**src/hw/rsfs_pkg.sv**
```systemverilog
/*
  Constants, timing counts and state codes for the rail sequencing and fault supervisor.
  Assumes a single 100 MHz clock and analog measurements already turned into codes.
*/
// Contract
// host's external sync clock runs at twice switching rate, within plus or minus 20%.
// each phase switches at half the external sync clock frequency.
// current readback reports sourcing current only; sinking reads as zero.
// soft-start ramp time selectable from a table spanning 600 us to 9 ms.
// rail starts only when lockout clear and its selected pin/command gating is met.
// after gating goes true, wait turn-on delay, then ramp over programmed rise time.
// after gating goes false, wait turn-off delay, then inhibit switching.
// power good asserts after start-up once feedback reaches the power-good threshold.
// with pre-biased output, no pulses until soft-start exceeds feedback.
// rectifier on-time starts narrow and grows each cycle up to (1-D).
// lockout on/off thresholds independent; off at least 4 V, on at most 16 V.
// undervoltage fault enters hiccup restart, normal regulation after fault clears.
// overvoltage turns high side off, holds low side on until back in window.
// dual-output mode gives each channel its own independent fault protection.
// two-phase mode watches only first channel feedback; both phases act together.
// power-good band from three symmetric options; crossing clears related host flags.
// host sets power-good release band wider than the power-good assert band.
// power good low during start-up, after faults, and whenever rail off or disabled.
// three consecutive overcurrent cycles turn both switches off, then hiccup or latch.
// hiccup waits seven soft-start periods before retrying, repeating while fault stays.
// on/off config picks pin-only, command-only or both; unselected source ignored.
// rail control pin polarity selectable active high or active low.
// each rail runs its own off/delay/ramp/regulate/delay machine; faults override.
package rsfs_pkg;

  localparam int NUM_RAILS        = 2;

  // --------------------------------------------------------------------------
  // timing
  // --------------------------------------------------------------------------
  localparam int CLK_PERIOD_NS    = 10;
  localparam int US_TICK_NS       = 1000;
  localparam int US_TICK_CYCLES   = (US_TICK_NS + CLK_PERIOD_NS - 1) / CLK_PERIOD_NS;
  localparam int US_CNT_W         = 7;
  localparam logic [US_CNT_W-1:0] US_CNT_LAST = US_CNT_W'(US_TICK_CYCLES - 1);

  // --------------------------------------------------------------------------
  // soft-start table, microseconds
  // --------------------------------------------------------------------------
  localparam int RISE_SEL_W       = 3;
  localparam int TIME_W           = 16;
  localparam logic [TIME_W-1:0] RISE_US [8] = '{16'h0258, 16'h0384, 16'h04B0, 16'h0708,
                                                16'h0A8C, 16'h0E10, 16'h1770, 16'h2328};

  // --------------------------------------------------------------------------
  // feedback codes, 1 mV per step
  // --------------------------------------------------------------------------
  localparam int FB_W             = 10;
  localparam logic [FB_W-1:0] FB_NOMINAL  = 10'h258;
  localparam logic [FB_W-1:0] FB_OV_DELTA = 10'h05A;
  localparam logic [FB_W-1:0] FB_UV_DELTA = 10'h05A;
  localparam int PG_SEL_W         = 2;
  localparam logic [FB_W-1:0] PG_BAND [3] = '{10'h01E, 10'h02D, 10'h03C};

  // --------------------------------------------------------------------------
  // input lockout, 100 mV per step
  // --------------------------------------------------------------------------
  localparam int VIN_W            = 8;
  localparam logic [VIN_W-1:0] UVLO_OFF_MIN = 8'h28;
  localparam logic [VIN_W-1:0] UVLO_ON_MAX  = 8'hA0;

  // --------------------------------------------------------------------------
  // faults and rectifier
  // --------------------------------------------------------------------------
  localparam logic [1:0] OC_TRIP_CYCLES    = 2'h3;
  localparam logic [2:0] HICCUP_SS_PERIODS = 3'h7;
  localparam int SR_W             = 8;
  localparam logic [SR_W-1:0] SR_START_WIDTH = 8'h01;
  localparam logic [SR_W-1:0] SR_STEP        = 8'h01;
  localparam int IOUT_W           = 12;

  // --------------------------------------------------------------------------
  // on/off configuration
  // --------------------------------------------------------------------------
  localparam logic [1:0] ONOFF_LOCKOUT_ONLY = 2'h0;
  localparam logic [1:0] ONOFF_PIN_ONLY     = 2'h1;
  localparam logic [1:0] ONOFF_CMD_ONLY     = 2'h2;
  localparam logic [1:0] ONOFF_PIN_AND_CMD  = 2'h3;

  typedef enum logic [7:0] {
    ST_OFF    = 8'h01,
    ST_TON    = 8'h02,
    ST_RAMP   = 8'h04,
    ST_REG    = 8'h08,
    ST_TOFF   = 8'h10,
    ST_OVDIS  = 8'h20,
    ST_HICCUP = 8'h40,
    ST_LATCH  = 8'h80
  } rsfs_state_e;

endpackage : rsfs_pkg

```
**src/hw/rsfs_sw_if.sv**
```systemverilog
/*
  Switching-cycle ticks and phase clocks passed from the clock divider to the rails.
  Assumes both ends run on the one system clock.
*/
`timescale 1ns/10ps
interface rsfs_sw_if;
  logic [1:0] sw_tick;
  logic [1:0] sw_clk;
  modport src (output sw_tick, output sw_clk);
  modport snk (input sw_tick, input sw_clk);
endinterface : rsfs_sw_if

```
**src/hw/rsfs_top.sv**
```systemverilog
/*
  Per-rail sequencing, soft-start, power good, fault response and current readback.
  Assumes comparator and converter codes arrive synchronous to MCLK_I from the power stage.
*/
`timescale 1ns/10ps
module rsfs_top
  import rsfs_pkg::*;
#(
  parameter int FREE_HALF_CYCLES = 100
) (
  input  wire logic                            MCLK_I,
  input  wire logic                            SYS_RST_I,
  input  wire logic                            SYNC_EN_I,
  input  wire logic                            SYNC_I,
  input  wire logic                            TWO_PHASE_I,
  input  wire logic [VIN_W-1:0]                VIN_CODE_I,
  input  wire logic [VIN_W-1:0]                VIN_ON_I,
  input  wire logic [VIN_W-1:0]                VIN_OFF_I,
  input  wire logic [NUM_RAILS-1:0]            RAIL_CONTROL_PIN_I,
  input  wire logic [NUM_RAILS-1:0]            CTRL_POL_HIGH_I,
  input  wire logic [NUM_RAILS-1:0]            OPERATION_ON_I,
  input  wire logic [2*NUM_RAILS-1:0]          ONOFF_CFG_I,
  input  wire logic [TIME_W*NUM_RAILS-1:0]     TON_DELAY_US_I,
  input  wire logic [TIME_W*NUM_RAILS-1:0]     TOFF_DELAY_US_I,
  input  wire logic [RISE_SEL_W*NUM_RAILS-1:0] TON_RISE_SEL_I,
  input  wire logic [PG_SEL_W*NUM_RAILS-1:0]   PG_ON_SEL_I,
  input  wire logic [PG_SEL_W*NUM_RAILS-1:0]   PG_OFF_SEL_I,
  input  wire logic [FB_W*NUM_RAILS-1:0]       FEEDBACK_INPUT_I,
  input  wire logic [NUM_RAILS-1:0]            OC_SENSE_I,
  input  wire logic [NUM_RAILS-1:0]            OC_LATCH_I,
  input  wire logic [SR_W*NUM_RAILS-1:0]       DUTY_COMP_I,
  input  wire logic [IOUT_W*NUM_RAILS-1:0]     IOUT_CODE_I,
  output logic      [NUM_RAILS-1:0]            SW_CLK_O,
  output logic      [NUM_RAILS-1:0]            HIGH_SIDE_GATE_DRIVE_EN_O,
  output logic      [NUM_RAILS-1:0]            LOW_SIDE_GATE_DRIVE_EN_O,
  output logic      [NUM_RAILS-1:0]            LOW_SIDE_GATE_DRIVE_HOLD_O,
  output logic      [SR_W*NUM_RAILS-1:0]       LOW_SIDE_ONTIME_O,
  output logic      [FB_W*NUM_RAILS-1:0]       SOFT_START_O,
  output logic      [NUM_RAILS-1:0]            POWER_GOOD_OUTPUT_O,
  output logic      [NUM_RAILS-1:0]            PG_FLAG_CLEAR_O,
  output logic      [NUM_RAILS-1:0]            OC_FAULT_O,
  output logic      [NUM_RAILS-1:0]            OV_FAULT_O,
  output logic      [NUM_RAILS-1:0]            UV_FAULT_O,
  output logic      [IOUT_W*NUM_RAILS-1:0]     IOUT_READ_O,
  output logic      [8*NUM_RAILS-1:0]          RAIL_STATE_O
);

  // --------------------------------------------------------------------------
  // switching clock
  // --------------------------------------------------------------------------
  rsfs_sw_if sw ();

  rsfs_swclk #(
    .FREE_HALF_CYCLES (FREE_HALF_CYCLES)
  ) u_swclk (
    .clk_i     (MCLK_I),
    .rst_i     (SYS_RST_I),
    .sync_en_i (SYNC_EN_I),
    .sync_i    (SYNC_I),
    .sw        (sw.src)
  );

  assign SW_CLK_O = sw.sw_clk;

  // --------------------------------------------------------------------------
  // microsecond tick and input lockout
  // --------------------------------------------------------------------------
  logic [US_CNT_W-1:0] us_cnt;
  logic [US_CNT_W-1:0] next_us_cnt;
  logic                us_tick;
  logic                vin_ok;
  logic                next_vin_ok;
  logic [VIN_W-1:0]    vin_on_thr;
  logic [VIN_W-1:0]    vin_off_thr;

  always_comb begin
    us_tick     = (us_cnt == US_CNT_LAST);
    next_us_cnt = us_tick ? '0 : us_cnt + US_CNT_W'(1);
    vin_off_thr = (VIN_OFF_I < UVLO_OFF_MIN) ? UVLO_OFF_MIN : VIN_OFF_I;
    vin_on_thr  = (VIN_ON_I > UVLO_ON_MAX) ? UVLO_ON_MAX : VIN_ON_I;
    next_vin_ok = vin_ok ? (VIN_CODE_I > vin_off_thr)
                         : (VIN_CODE_I >= vin_on_thr);
  end

  always_ff @(posedge MCLK_I or posedge SYS_RST_I) begin
    if (SYS_RST_I) begin
      us_cnt <= '0;
      vin_ok <= 1'b0;
    end else begin
      us_cnt <= next_us_cnt;
      vin_ok <= next_vin_ok;
    end
  end

  // --------------------------------------------------------------------------
  // per-rail supervisor
  // --------------------------------------------------------------------------
  for (genvar r = 0; r < NUM_RAILS; r++) begin : g_rail
    localparam int RS = (r == 0) ? 0 : 1;
    rsfs_state_e       state;
    rsfs_state_e       next_state;
    logic [TIME_W-1:0] tmr;
    logic [TIME_W-1:0] next_tmr;
    logic [TIME_W-1:0] acc;
    logic [TIME_W-1:0] next_acc;
    logic [FB_W-1:0]   ss;
    logic [FB_W-1:0]   next_ss;
    logic              started;
    logic              next_started;
    logic [SR_W-1:0]   sr_w;
    logic [SR_W-1:0]   next_sr_w;
    logic [1:0]        occnt;
    logic [1:0]        next_occnt;
    logic [2:0]        hic;
    logic [2:0]        next_hic;
    logic              pg;
    logic              next_pg;
    logic              flag_clr;
    logic              next_flag_clr;
    logic [IOUT_W-1:0] iout;
    logic [IOUT_W-1:0] next_iout;
    logic              ocf;
    logic              ovf;
    logic              uvf;
    logic              next_ocf;
    logic              next_ovf;
    logic              next_uvf;
    // inputs as this rail sees them; two-phase mode: phase two copies phase one, both see ORed overcurrent sense, own duty comparator and current code
    logic              src;
    logic [1:0]        cfg;
    logic              pin_act;
    logic              gate;
    logic [FB_W-1:0]   fb;
    logic              oc_in;
    logic              tick;
    logic [TIME_W-1:0] rt;
    logic [FB_W-1:0]   on_band;
    logic [FB_W-1:0]   off_band;
    logic              ov;
    logic              uv;
    logic              in_on;
    logic              in_off;
    logic              oc_trip;
    logic              switching;
    logic [TIME_W:0]   acc_sum;
    logic [SR_W:0]     sr_sum;
    logic [SR_W-1:0]   comp;

    always_comb begin
      src      = (TWO_PHASE_I && r == 1) ? 1'b0 : RS[0];
      cfg      = ONOFF_CFG_I[2*src +: 2];
      pin_act  = ~(RAIL_CONTROL_PIN_I[src] ^ CTRL_POL_HIGH_I[src]);
      case (cfg)
        ONOFF_PIN_ONLY:    gate = vin_ok & pin_act;
        ONOFF_CMD_ONLY:    gate = vin_ok & OPERATION_ON_I[src];
        ONOFF_PIN_AND_CMD: gate = vin_ok & pin_act & OPERATION_ON_I[src];
        default:           gate = vin_ok;
      endcase
      fb       = FEEDBACK_INPUT_I[FB_W*src +: FB_W];
      oc_in    = TWO_PHASE_I ? |OC_SENSE_I : OC_SENSE_I[r];
      tick     = TWO_PHASE_I ? sw.sw_tick[0] : sw.sw_tick[r];
      rt       = RISE_US[TON_RISE_SEL_I[RISE_SEL_W*src +: RISE_SEL_W]];
      on_band  = PG_BAND[(PG_ON_SEL_I[PG_SEL_W*src +: PG_SEL_W] > 2'h2) ? 2'h2
                         : PG_ON_SEL_I[PG_SEL_W*src +: PG_SEL_W]];
      off_band = PG_BAND[(PG_OFF_SEL_I[PG_SEL_W*src +: PG_SEL_W] > 2'h2) ? 2'h2
                         : PG_OFF_SEL_I[PG_SEL_W*src +: PG_SEL_W]];
      comp     = DUTY_COMP_I[SR_W*r +: SR_W];
      ov       = fb > (FB_NOMINAL + FB_OV_DELTA);
      uv       = fb < (FB_NOMINAL - FB_UV_DELTA);
      in_on    = (fb >= FB_NOMINAL - on_band) && (fb <= FB_NOMINAL + on_band);
      in_off   = (fb >= FB_NOMINAL - off_band) && (fb <= FB_NOMINAL + off_band);
      switching = (state == ST_RAMP) || (state == ST_REG);
      oc_trip  = switching & tick & oc_in & (occnt == OC_TRIP_CYCLES - 2'h1);
      acc_sum  = {1'b0, acc} + (TIME_W+1)'(FB_NOMINAL);
      sr_sum   = {1'b0, sr_w} + {1'b0, SR_STEP};

      next_state   = state;
      next_tmr     = tmr;
      next_acc     = acc;
      next_ss      = ss;
      next_started = started;
      next_sr_w    = sr_w;
      next_hic     = hic;
      next_ocf     = 1'b0;
      next_ovf     = 1'b0;
      next_uvf     = 1'b0;
      next_occnt   = (switching && tick) ? (oc_in ? occnt + 2'h1 : 2'h0)
                   : (switching ? occnt : 2'h0);

      case (state)
        ST_OFF: begin
          next_ss   = '0;
          next_sr_w = '0;
          if (gate) begin
            next_state = ST_TON;
            next_tmr   = '0;
          end
        end
        ST_TON: begin
          if (!gate) begin
            next_state = ST_OFF;
          end else if (tmr >= TON_DELAY_US_I[TIME_W*src +: TIME_W]) begin
            next_state   = ST_RAMP;
            next_acc     = '0;
            next_ss      = '0;
            next_started = 1'b0;
            next_sr_w    = '0;
          end else if (us_tick) begin
            next_tmr = tmr + 16'h0001;
          end
        end
        ST_RAMP, ST_REG: begin
          if (!gate) begin
            next_state = ST_TOFF;
            next_tmr   = '0;
          end else if (oc_trip) begin
            next_ocf   = 1'b1;
            next_state = OC_LATCH_I[src] ? ST_LATCH : ST_HICCUP;
            next_tmr   = '0;
            next_hic   = '0;
          end else if (ov) begin
            next_ovf   = 1'b1;
            next_state = ST_OVDIS;
          end else if (state == ST_REG && uv) begin
            next_uvf   = 1'b1;
            next_state = ST_HICCUP;
            next_tmr   = '0;
            next_hic   = '0;
          end else if (state == ST_REG) begin
            next_sr_w = comp;
          end else begin
            if (us_tick) begin
              if (acc_sum >= {1'b0, rt}) begin
                next_acc = TIME_W'(acc_sum - {1'b0, rt});
                next_ss  = ss + 10'h001;
              end else begin
                next_acc = acc_sum[TIME_W-1:0];
              end
            end
            if (ss > fb) begin
              next_started = 1'b1;
            end
            if (started && tick) begin
              if (sr_w == '0) begin
                next_sr_w = SR_START_WIDTH;
              end else if (sr_sum >= {1'b0, comp}) begin
                next_sr_w = comp;
              end else begin
                next_sr_w = sr_sum[SR_W-1:0];
              end
            end
            if (ss >= FB_NOMINAL) begin
              next_state = ST_REG;
            end
          end
        end
        ST_TOFF: begin
          if (gate) begin
            next_state = ST_REG;
          end else if (tmr >= TOFF_DELAY_US_I[TIME_W*src +: TIME_W]) begin
            next_state = ST_OFF;
          end else if (us_tick) begin
            next_tmr = tmr + 16'h0001;
          end
        end
        ST_OVDIS: begin
          if (!gate) begin
            next_state = ST_OFF;
          end else if (in_on) begin
            next_state = ST_REG;
          end
        end
        ST_HICCUP: begin
          if (!gate) begin
            next_state = ST_OFF;
          end else if (us_tick) begin
            if (tmr + 16'h0001 >= rt) begin
              next_tmr = '0;
              if (hic == HICCUP_SS_PERIODS - 3'h1) begin
                next_state   = ST_RAMP;
                next_acc     = '0;
                next_ss      = '0;
                next_started = 1'b0;
                next_sr_w    = '0;
              end else begin
                next_hic = hic + 3'h1;
              end
            end else begin
              next_tmr = tmr + 16'h0001;
            end
          end
        end
        ST_LATCH: begin
          if (!gate) begin
            next_state = ST_OFF;
          end
        end
        default: begin
          next_state = ST_OFF;
        end
      endcase

      next_pg   = (state == ST_REG) && (next_state == ST_REG)
                  && (pg ? in_off : in_on);
      next_flag_clr = next_pg & ~pg;
      next_iout = IOUT_CODE_I[IOUT_W*r + IOUT_W-1] ? '0
                : IOUT_CODE_I[IOUT_W*r +: IOUT_W];
    end

    always_ff @(posedge MCLK_I or posedge SYS_RST_I) begin
      if (SYS_RST_I) begin
        state    <= ST_OFF;
        tmr      <= '0;
        acc      <= '0;
        ss       <= '0;
        started  <= 1'b0;
        sr_w     <= '0;
        occnt    <= 2'h0;
        hic      <= 3'h0;
        pg       <= 1'b0;
        flag_clr <= 1'b0;
        iout     <= '0;
        ocf      <= 1'b0;
        ovf      <= 1'b0;
        uvf      <= 1'b0;
      end else begin
        state    <= next_state;
        tmr      <= next_tmr;
        acc      <= next_acc;
        ss       <= next_ss;
        started  <= next_started;
        sr_w     <= next_sr_w;
        occnt    <= next_occnt;
        hic      <= next_hic;
        pg       <= next_pg;
        flag_clr <= next_flag_clr;
        iout     <= next_iout;
        ocf      <= next_ocf;
        ovf      <= next_ovf;
        uvf      <= next_uvf;
      end
    end

    // gate enables decode the registered state
    assign HIGH_SIDE_GATE_DRIVE_EN_O[r]  = (state == ST_REG) || (state == ST_TOFF)
                                         || ((state == ST_RAMP) && started);
    assign LOW_SIDE_GATE_DRIVE_EN_O[r]   = HIGH_SIDE_GATE_DRIVE_EN_O[r]
                                         || (state == ST_OVDIS);
    assign LOW_SIDE_GATE_DRIVE_HOLD_O[r] = (state == ST_OVDIS);
    assign LOW_SIDE_ONTIME_O[SR_W*r +: SR_W] = sr_w;
    assign SOFT_START_O[FB_W*r +: FB_W]      = ss;
    assign POWER_GOOD_OUTPUT_O[r]        = pg;
    assign PG_FLAG_CLEAR_O[r]            = flag_clr;
    assign OC_FAULT_O[r]                 = ocf;
    assign OV_FAULT_O[r]                 = ovf;
    assign UV_FAULT_O[r]                 = uvf;
    assign IOUT_READ_O[IOUT_W*r +: IOUT_W] = iout;
    assign RAIL_STATE_O[8*r +: 8]        = state;
  end

endmodule : rsfs_top

```
**src/hw/rsfs_swclk.sv**
```systemverilog
/*
  Two-phase switching clock: half the external sync clock, or a free-running divider.
  Assumes the sync input is already synchronous to the system clock.
*/
`timescale 1ns/10ps
module rsfs_swclk
  import rsfs_pkg::*;
#(
  parameter int FREE_HALF_CYCLES = 100
) (
  input  wire logic clk_i,
  input  wire logic rst_i,
  input  wire logic sync_en_i,
  input  wire logic sync_i,
  rsfs_sw_if.src    sw
);

  logic        sync_q;
  logic        tog;
  logic [15:0] cnt;
  logic [1:0]  tick;
  logic        next_sync_q;
  logic        next_tog;
  logic [15:0] next_cnt;
  logic [1:0]  next_tick;
  logic        edge_hit;

  // --------------------------------------------------------------------------
  // divide by two, alternate phases
  // --------------------------------------------------------------------------
  always_comb begin
    next_sync_q = sync_i;
    next_cnt    = cnt;
    edge_hit    = 1'b0;
    if (sync_en_i) begin
      edge_hit = sync_i & ~sync_q;
      next_cnt = '0;
    end else if (cnt >= 16'(FREE_HALF_CYCLES - 1)) begin
      edge_hit = 1'b1;
      next_cnt = '0;
    end else begin
      next_cnt = cnt + 16'h0001;
    end
    next_tog  = edge_hit ? ~tog : tog;
    next_tick = edge_hit ? {tog, ~tog} : 2'h0;
  end

  always_ff @(posedge clk_i or posedge rst_i) begin
    if (rst_i) begin
      sync_q <= 1'b0;
      tog    <= 1'b0;
      cnt    <= '0;
      tick   <= 2'h0;
    end else begin
      sync_q <= next_sync_q;
      tog    <= next_tog;
      cnt    <= next_cnt;
      tick   <= next_tick;
    end
  end

  assign sw.sw_tick = tick;
  assign sw.sw_clk  = {tog, ~tog};

endmodule : rsfs_swclk

```
**config.mk**
```make
export PLATFORM = sky130hd
export DESIGN_NAME = rsfs_top
export DESIGN_NICKNAME = d
export VERILOG_FILES = /design/src/hw/rsfs_pkg.sv /design/src/hw/rsfs_sw_if.sv /design/src/hw/rsfs_top.sv /design/src/hw/rsfs_swclk.sv
export SDC_FILE = /design/constraint.sdc
export NUM_CORES = 1
export LEC_CHECK = 0
export ABC_CLOCK_PERIOD_IN_PS = 9800
export BUFFER_PORTS_ARGS = -buffer_cell sky130_fd_sc_hd__buf_2
export CORE_MARGIN = 4
export CORE_UTILIZATION = 45
export CTS_CLUSTER_DIAMETER = 200
export DETAILED_ROUTE_END_ITERATION = 10
export GPL_ROUTABILITY_DRIVEN = 0
export MAX_ROUTING_LAYER = met4
export PLACE_DENSITY = 0.66
export SYNTH_ARGS = -nofsm -noshare
export SYNTH_HDL_FRONTEND = slang
export SYNTH_SLANG_ARGS = --single-unit
```
**constraint.sdc**
```tcl
create_clock -name MCLK_I -period 9.8 [get_ports MCLK_I]
set_clock_uncertainty 0.2 [all_clocks]
set_input_delay 1.96 -clock MCLK_I [delete_from_list [all_inputs] [get_ports MCLK_I]]
set_output_delay 1.96 -clock MCLK_I [all_outputs]
set_load 0.05 [all_outputs]
```
==> results.yml, run 1 <==
run_status:
  status: "finished, final reports clean"
clocking:
  clk_latency_ns: 0.45
  hold_buffers: 0
  cts_buffers: 17
  post_cts_buffers: 0
  cts_root_buffer: "clkbuf_16"
  cts.repair.resized: 0
  clk_path_buf_depth: 2
  cts_sinks: 184
  clk_pin_slew_worst_paths_ns: 0.07
  htree_levels: 4
  tritoncts: "built"
place:
  dp_slack_ns: 2.81
  hpwlAfterDp_mm: 42.4
  numPortBuffers: 272
pwr:
  p_per_area_nw_per_um2: 160
  peakVddDrop_v: 0.000140
  p_leak_uw: 0.00971
detailed_routing:
  drtAntennaViolNets: 0
  drc: 0
  drt_iter0_drc: 1429
  detailedRoute.firstPassIterationCount: 6
  routed_wl_mm: 53.9
  viasPerCell: 5.97
  wire_per_inst_um: 19.1
  num_vias: 16798
timing:
  fin_crit_sh_pct: 68.8
  drv_slew: 0
  setup_viol_count_final: 0
  hold_viol_final: 0
  timing.final.ws_setup_ns: 3.06
  grt_setup_unrepaired: "no"
  max_freq_mhz: 148
  relSlewSlack_pct: 27.2
  finalSetupTns_ns: 0
  fin_crit_ns: 6.74
  tightestPinTransition_ns: 1.09
floorplan:
  core_um2: 37900
  start_util_pct: 45.9
  rows: 71
  die_y_um: 205
  dieArea_um2: 41900
  die-width_um: 205
  ios: 275
worst_setup_path:
  crit_type: "in -> reg"
  critPathSlowestCell: "buf_4"
  cp.arrival_ns: 6.90
  end_kind: "register"
  crit_required_ns: 9.96
  cp-start-kind: "primary input"
  path_cells: "buf_4 -> mux2i_1 -> inv_1 -> ha_1 -> nand2_1 -> a21boi_0 -> ha_1 -> nand3_1 -> a311oi_1 -> o31ai_1 -> o221ai_2 -> nand4_1 -> or3_1 -> o31ai_1"
  critPathMaxStageDelay_ns: 0.70
  cp_max_fo: 75
global_routing:
  grt_pass1_vias: 16231
  antenna_found_initial: 0
  grt_pass1_wl_mm: 85.2
  grt_overflow: 0
  grt_usage_pct: 25.6
  grt_max_degree: 114
synthesis:
  post-synth-top-area-cell: "dfrtp_1"
  syn_avg_cell_area_um2: 8.45
  synth-seq-cells: 184
  synth_top_family_by_area: "compound AO/OA/AOI/OAI gates"
  async_flop_share_pct: 100
  syn_area_um2: 17400
  synthDistinctLibCells: 93
  synth_adder_area_share_pct: 16.9
  ys_seq_area_share_pct: 26.5
  synth_xor_area_share_pct: 3.88
  synth_compound_area_share_pct: 21.2
  ys.flop_type: "dfrtp_1"
  synthSimpleGateAreaFrac_pct: 21.0
  synth-edff-count: 0
  synth.area.top_cells: "dfrtp_1 26%, ha_1 17%, mux2i_1 3.8%, o21ai_0 3.6%, inv_1 3.3%"
  syn_inst: 2058
  yosysWarnings: 0
  synth_top_area_share_pct: 26.2
  synth.area.mux_share_pct: 5.03
final_layout:
  multi_input_area_um2: 11900
  antenna_cells: 0
  drive_gt1_share_pct: 16.0
  final_nets: 2707
  fill_cells: 3630
  regArea_um2: 4610
  syn_to_final_growth_pct: 13.4
flow_run:
  maxCapViolations: 0
worst_hold_path:
  hold_class: "reg -> reg"
[layout make-up]
class                      instances  area share [%]
sequential                       184            23.4
clock inverter                    15           0.850
timing repair buffer             279            7.18
clock buffer                      17            2.16
inverter                         151            2.91
tap                              511            3.24
multi-input combinational       1659            60.3
[path summary, 6_finish.rpt]
| kind | start | to | slack [ns] | depth (start not counted) |
|---|---|---|---|---|
| worst max-delay path | TWO_PHASE_I | g_rail[1].ss[5]$_DFFE_PP0P_ | 3.06 | 14 |
| worst min-delay path | us_cnt[0]$_DFF_PP0_ | us_cnt[0]$_DFF_PP0_ | 0.26 | 1 |
| worst max register to register | g_rail[0].acc[3]$_DFFE_PP0P_ | g_rail[0].acc[13]$_DFFE_PP0P_ | 4.94 | 16 |
| worst min register to register | us_cnt[0]$_DFF_PP0_ | us_cnt[0]$_DFF_PP0_ | 0.26 | 1 |
| max in group asynchronous | SYS_RST_I | g_rail[1].acc[10]$_DFFE_PP0P_ | 6.44 | 3 |
| min in group asynchronous | SYS_RST_I | u_swclk.sync_q$_DFF_PP0_ | 1.47 | 2 |
[per-layer routing]
layer  vias up  global-route usage [%]  share of wire (%)
met3        99                    4.01                7.4
met2       696                    40.2                 45
met5         -                       -                  0
li1       8058                       -                  -
met4         0                    7.71                2.5
met1      7945                    34.5                 45
[critical path: cells and delay by family]
family                   cells  cell delay [ns]
AND/OR/NAND/NOR              4             1.39
AO/OA/AOI/OAI                5             1.61
adder cells (fa/ha/maj)      2             0.46
buffers and inverters        2             0.86
multiplexers                 1             0.50
[cells by family (layout without fill, tap and decap cells)]
group / Yosys count / after routing
AOI/OAI and AO/OA: 544 / 544
xor gates and xnor gates: 77 / 77
adders and majority gates: 234 / 234
buffers and inverters: 228 / 462
DFF: 184 / 184
muxes: 83 / 83
other: 2 / 15
and+or+nand+nor: 706 / 706
[state kept, by name, summed over array words and instances, names as in the netlist, 4 cells and up]
| register | cells |
|---|---|
| u_swclk.cnt | 16 |
| g_rail.sr_w | 16 |
| us_cnt | 7 |
| g_rail.state | 16 |
| g_rail.ss | 20 |
| g_rail.acc | 28 |
| g_rail.tmr | 32 |
| g_rail.occnt | 4 |
| g_rail.iout | 22 |
| g_rail.hic | 6 |
[cell usage after synthesis, drive strengths merged (30+ instances only)]
library cell  number
inv              151
nand2b            34
mux2i             66
xnor2             48
o21ai            126
nor3              46
nand3             88
nand4             43
ha               232
a21oi            109
nor2b             53
dfrtp            182
a21o              30
clkbuf            48
o31ai             35
nor2             147
nand2            146
[cell usage in the layout, fill, tap and decap left out, types with 9 or more instances in the layout]
| cell | Yosys | final |
|---|---|---|
| and2_1 | 15 | 15 |
| clkbuf_16 | 0 | 17 |
| a2111oi_0 | 10 | 10 |
| a21o_1 | 30 | 30 |
| o21a_1 | 16 | 16 |
| conb_1 | 2 | 15 |
| or4_1 | 18 | 18 |
| dfrtp_1 | 182 | 182 |
| a22o_1 | 25 | 25 |
| or3_1 | 16 | 16 |
| nand4_1 | 42 | 42 |
| o2111ai_1 | 11 | 11 |
| nor2_1 | 147 | 147 |
| o21bai_1 | 11 | 11 |
| a211oi_1 | 17 | 17 |
| xnor2_1 | 48 | 48 |
| mux2i_1 | 66 | 66 |
| ha_1 | 232 | 232 |
| a211o_1 | 9 | 9 |
| buf_2 | 5 | 271 |
| or2_2 | 13 | 13 |
| nand3_1 | 87 | 87 |
| o22ai_1 | 13 | 13 |
| nor3_1 | 44 | 44 |
| xor2_1 | 29 | 29 |
| o31ai_1 | 35 | 35 |
| inv_1 | 151 | 150 |
| nand2_1 | 146 | 146 |
| a21oi_1 | 109 | 109 |
| nor2b_1 | 53 | 53 |
| o211ai_1 | 16 | 16 |
| o21ai_0 | 125 | 125 |
| a31oi_1 | 25 | 25 |
| a21boi_0 | 10 | 10 |
| mux2_2 | 11 | 11 |
| nor4_1 | 19 | 19 |
| and3_1 | 25 | 25 |
| nand2b_1 | 34 | 34 |
[metrics by stage]
stage	util (%)	hold WS [ns]	instance area (um2)	std cells	power, uW
6_report	52.0	0.258	19700	2816	3170
3_5_place_dp	50.4	0.253	19100	2784	2420
3_3_place_gp	50.4	0.242	19100	2784	2380
4_1_cts	52.0	0.263	19700	2816	3150
2_1_floorplan	-	0.225	17400	2071	2040
5_1_grt	52.0	0.299	19700	2816	3360
[report_power, final]
part | total, uW | switching [uW] | internal [uW]
clock | 727 | 344 | 383
combinational | 1530 | 1010 | 516
sequential | 913 | 90.7 | 823
No activity file was read; power rests on OpenSTA's default activity.
==> inputs of run 2 (changes only) <==
- ABC_CLOCK_PERIOD_IN_PS: 9800 -> 6100
- PLACE_DENSITY: 0.66 -> 0.68
- clock period: 9.8 -> 6.1 ns (I/O delays scaled with it)
==> run 2 against run 1 <==
- combinational power up 62%
- worst hold slack improved by 0.0066 ns
- via count rose by 0.73%
- critical endpoint is now g_rail[1].acc[9]$_DFFE_PP0P_
==> results.yml, run 2 (synthesis gave the netlist of run 1 again) <==
final_layout:
  final_common_cell: "buf_2"
  final_nets: 2714
  drive_gt1_share_pct: 16.2
  syn_to_final_growth_pct: 13.8
  fin_util_pct: 52.2
  largest_register_ffs: 32
  regMostFlops: "g_rail.tmr"
  fill_cells: 3582
  layout_common_cells: "271 x buf_2, 232 x ha_1, 182 x dfrtp_1, 150 x inv_1, 147 x nor2_1"
  reg_top3: "g_rail.tmr x32, g_rail.acc x28, g_rail.iout x22"
worst_setup_path:
  cp-start-kind: "primary input"
  path_delay_family: "compound AO/OA/AOI/OAI gates"
  crit_type: "in -> reg"
  crit_top_cell: "ha_1"
  cp_max_fo: 17
  cp.arrival_ns: 5.42
  path_buf_inv: 2
  critPathSlowestCell: "nand4_1"
  cp-startpoint: "TWO_PHASE_I"
  timing.rr.start: "g_rail[1].tmr[3]$_DFFE_PP0P_"
  path_cells: "buf_4 -> mux2i_1 -> inv_1 -> ha_1 -> nand2_1 -> a21boi_0 -> ha_1 -> nand3_1 -> a311oi_1 -> o31ai_1 -> o221ai_2 -> nand4_1 -> nor2_1 -> a22o_1"
  end_kind: "register"
  critPathMaxStageDelay_ns: 0.62
  crit_required_ns: 6.28
clocking:
  post_cts_buffers: 0
  htree_levels: 4
  cts_root_buffer: "clkbuf_16"
  clk_pin_slew_worst_paths_ns: 0.08
  cts.repair.resized: 0
  clk_path_buf_depth: 2
  hold_buffers: 0
  clk_latency_ns: 0.45
  tritoncts: "built"
  cts_buffers: 17
  cts_sinks: 184
floorplan:
  dieArea_um2: 41900
  die-width_um: 205
  core_um2: 37900
  ios: 275
  rows: 71
  die_y_um: 205
  start_util_pct: 45.9
timing:
  fin_crit_sh_pct: 85.9
  relSlewSlack_pct: 27.3
  hold_viol_final: 0
  max_freq_mhz: 191
  fin_crit_ns: 5.24
  setup_viol_count_final: 0
  grt_setup_unrepaired: "no"
  finalSetupTns_ns: 0
  tightestPinTransition_ns: 1.06
  drv_slew: 0
global_routing:
  grt_pass1_wl_mm: 84.9
  grt_max_degree: 97
  antenna_found_initial: 1
  grt_pass1_vias: 16135
  grt_overflow: 0
  grt_usage_pct: 25.5
detailed_routing:
  detailedRoute.firstPassIterationCount: 6
  drtAntennaViolNets: 0
  drt_iter0_drc: 1592
  wire_per_inst_um: 19.0
  num_vias: 16921
  viasPerCell: 5.99
  routed_wl_mm: 53.8
  drc: 0
pwr:
  p_leak_uw: 0.00975
  p_per_area_nw_per_um2: 259
  peakVddDrop_v: 0.000195
place:
  hpwlAfterDp_mm: 42.4
  numPortBuffers: 272
worst_hold_path:
  holdCritStartpoint: "u_swclk.cnt[0]$_DFF_PP0_"
  hold_class: "reg -> reg"
run_status:
  status: "finished, final reports clean"
flow_run:
  maxCapViolations: 0
==> run 2: changes by cell type in the layout (fill, tap and decap cells not counted), sizes merged <==
cell	delta
inv	+3
clkinv	-3
diode	+2
buf	+7
==> run 2: stage by stage <==
stage	hold WS, ns	instance area, um2	setup WS, ns	power, uW	std cells
finish	0.264	19800	0.858	5130	2825
floorplan	0.225	17500	0.245	3280	2071
global placement	0.240	19200	0.756	3850	2791
detailed placement	0.254	19200	0.525	3900	2791
CTS	0.265	19800	1.01	5100	2823
global route	0.285	19800	0.575	5450	2824
==> run 2: final timing paths <==
check / to / slack, ns / depth (start not counted)
worst max-delay path: g_rail[1].acc[9]$_DFFE_PP0P_ / 0.86 / 14
worst max register to register: g_rail[1].acc[9]$_DFFE_PP0P_ / 1.18 / 12
worst min-delay path: u_swclk.cnt[0]$_DFF_PP0_ / 0.26 / 1
max in group asynchronous: g_rail[0].started$_DFFE_PP0P_ / 3.68 / 3
worst min register to register: u_swclk.cnt[0]$_DFF_PP0_ / 0.26 / 1
min in group asynchronous: g_rail[1].iout[0]$_DFF_PP0_ / 0.81 / 2
==> run 2: power breakdown <==
part / switching (uW) / internal, uW
Sequential: 143 / 1320
Combinational: 1640 / 841
Clock: 561 / 623
==> run 2: area by class of cell <==
| class | instances | area [um2] | share of cell area [%] |
|---|---|---|---|
| Clock inverter | 15 | 178 | 0.897 |
| Tap cell | 511 | 639 | 3.23 |
| Inverter | 151 | 571 | 2.88 |
| Sequential cell | 184 | 4610 | 23.3 |
| Timing Repair Buffer | 286 | 1480 | 7.48 |
| Multi-Input combinational cell | 1659 | 11900 | 60.1 |
| Antenna cell | 2 | 5.00 | 0.0253 |
| Clock buffer | 17 | 425 | 2.15 |
==> run 2: layer usage <==
metal / wire length, um / up-vias / part of all wire (%) / global-route usage (%)
li1: - / 8063 / - / -
met1: 24000 / 7972 / 45 / 34.9
met2: 24000 / 784 / 45 / 39.4
met3: 4210 / 102 / 7.8 / 3.47
met4: 1560 / 0 / 2.9 / 8.14
met5: 0 / - / 0 / -
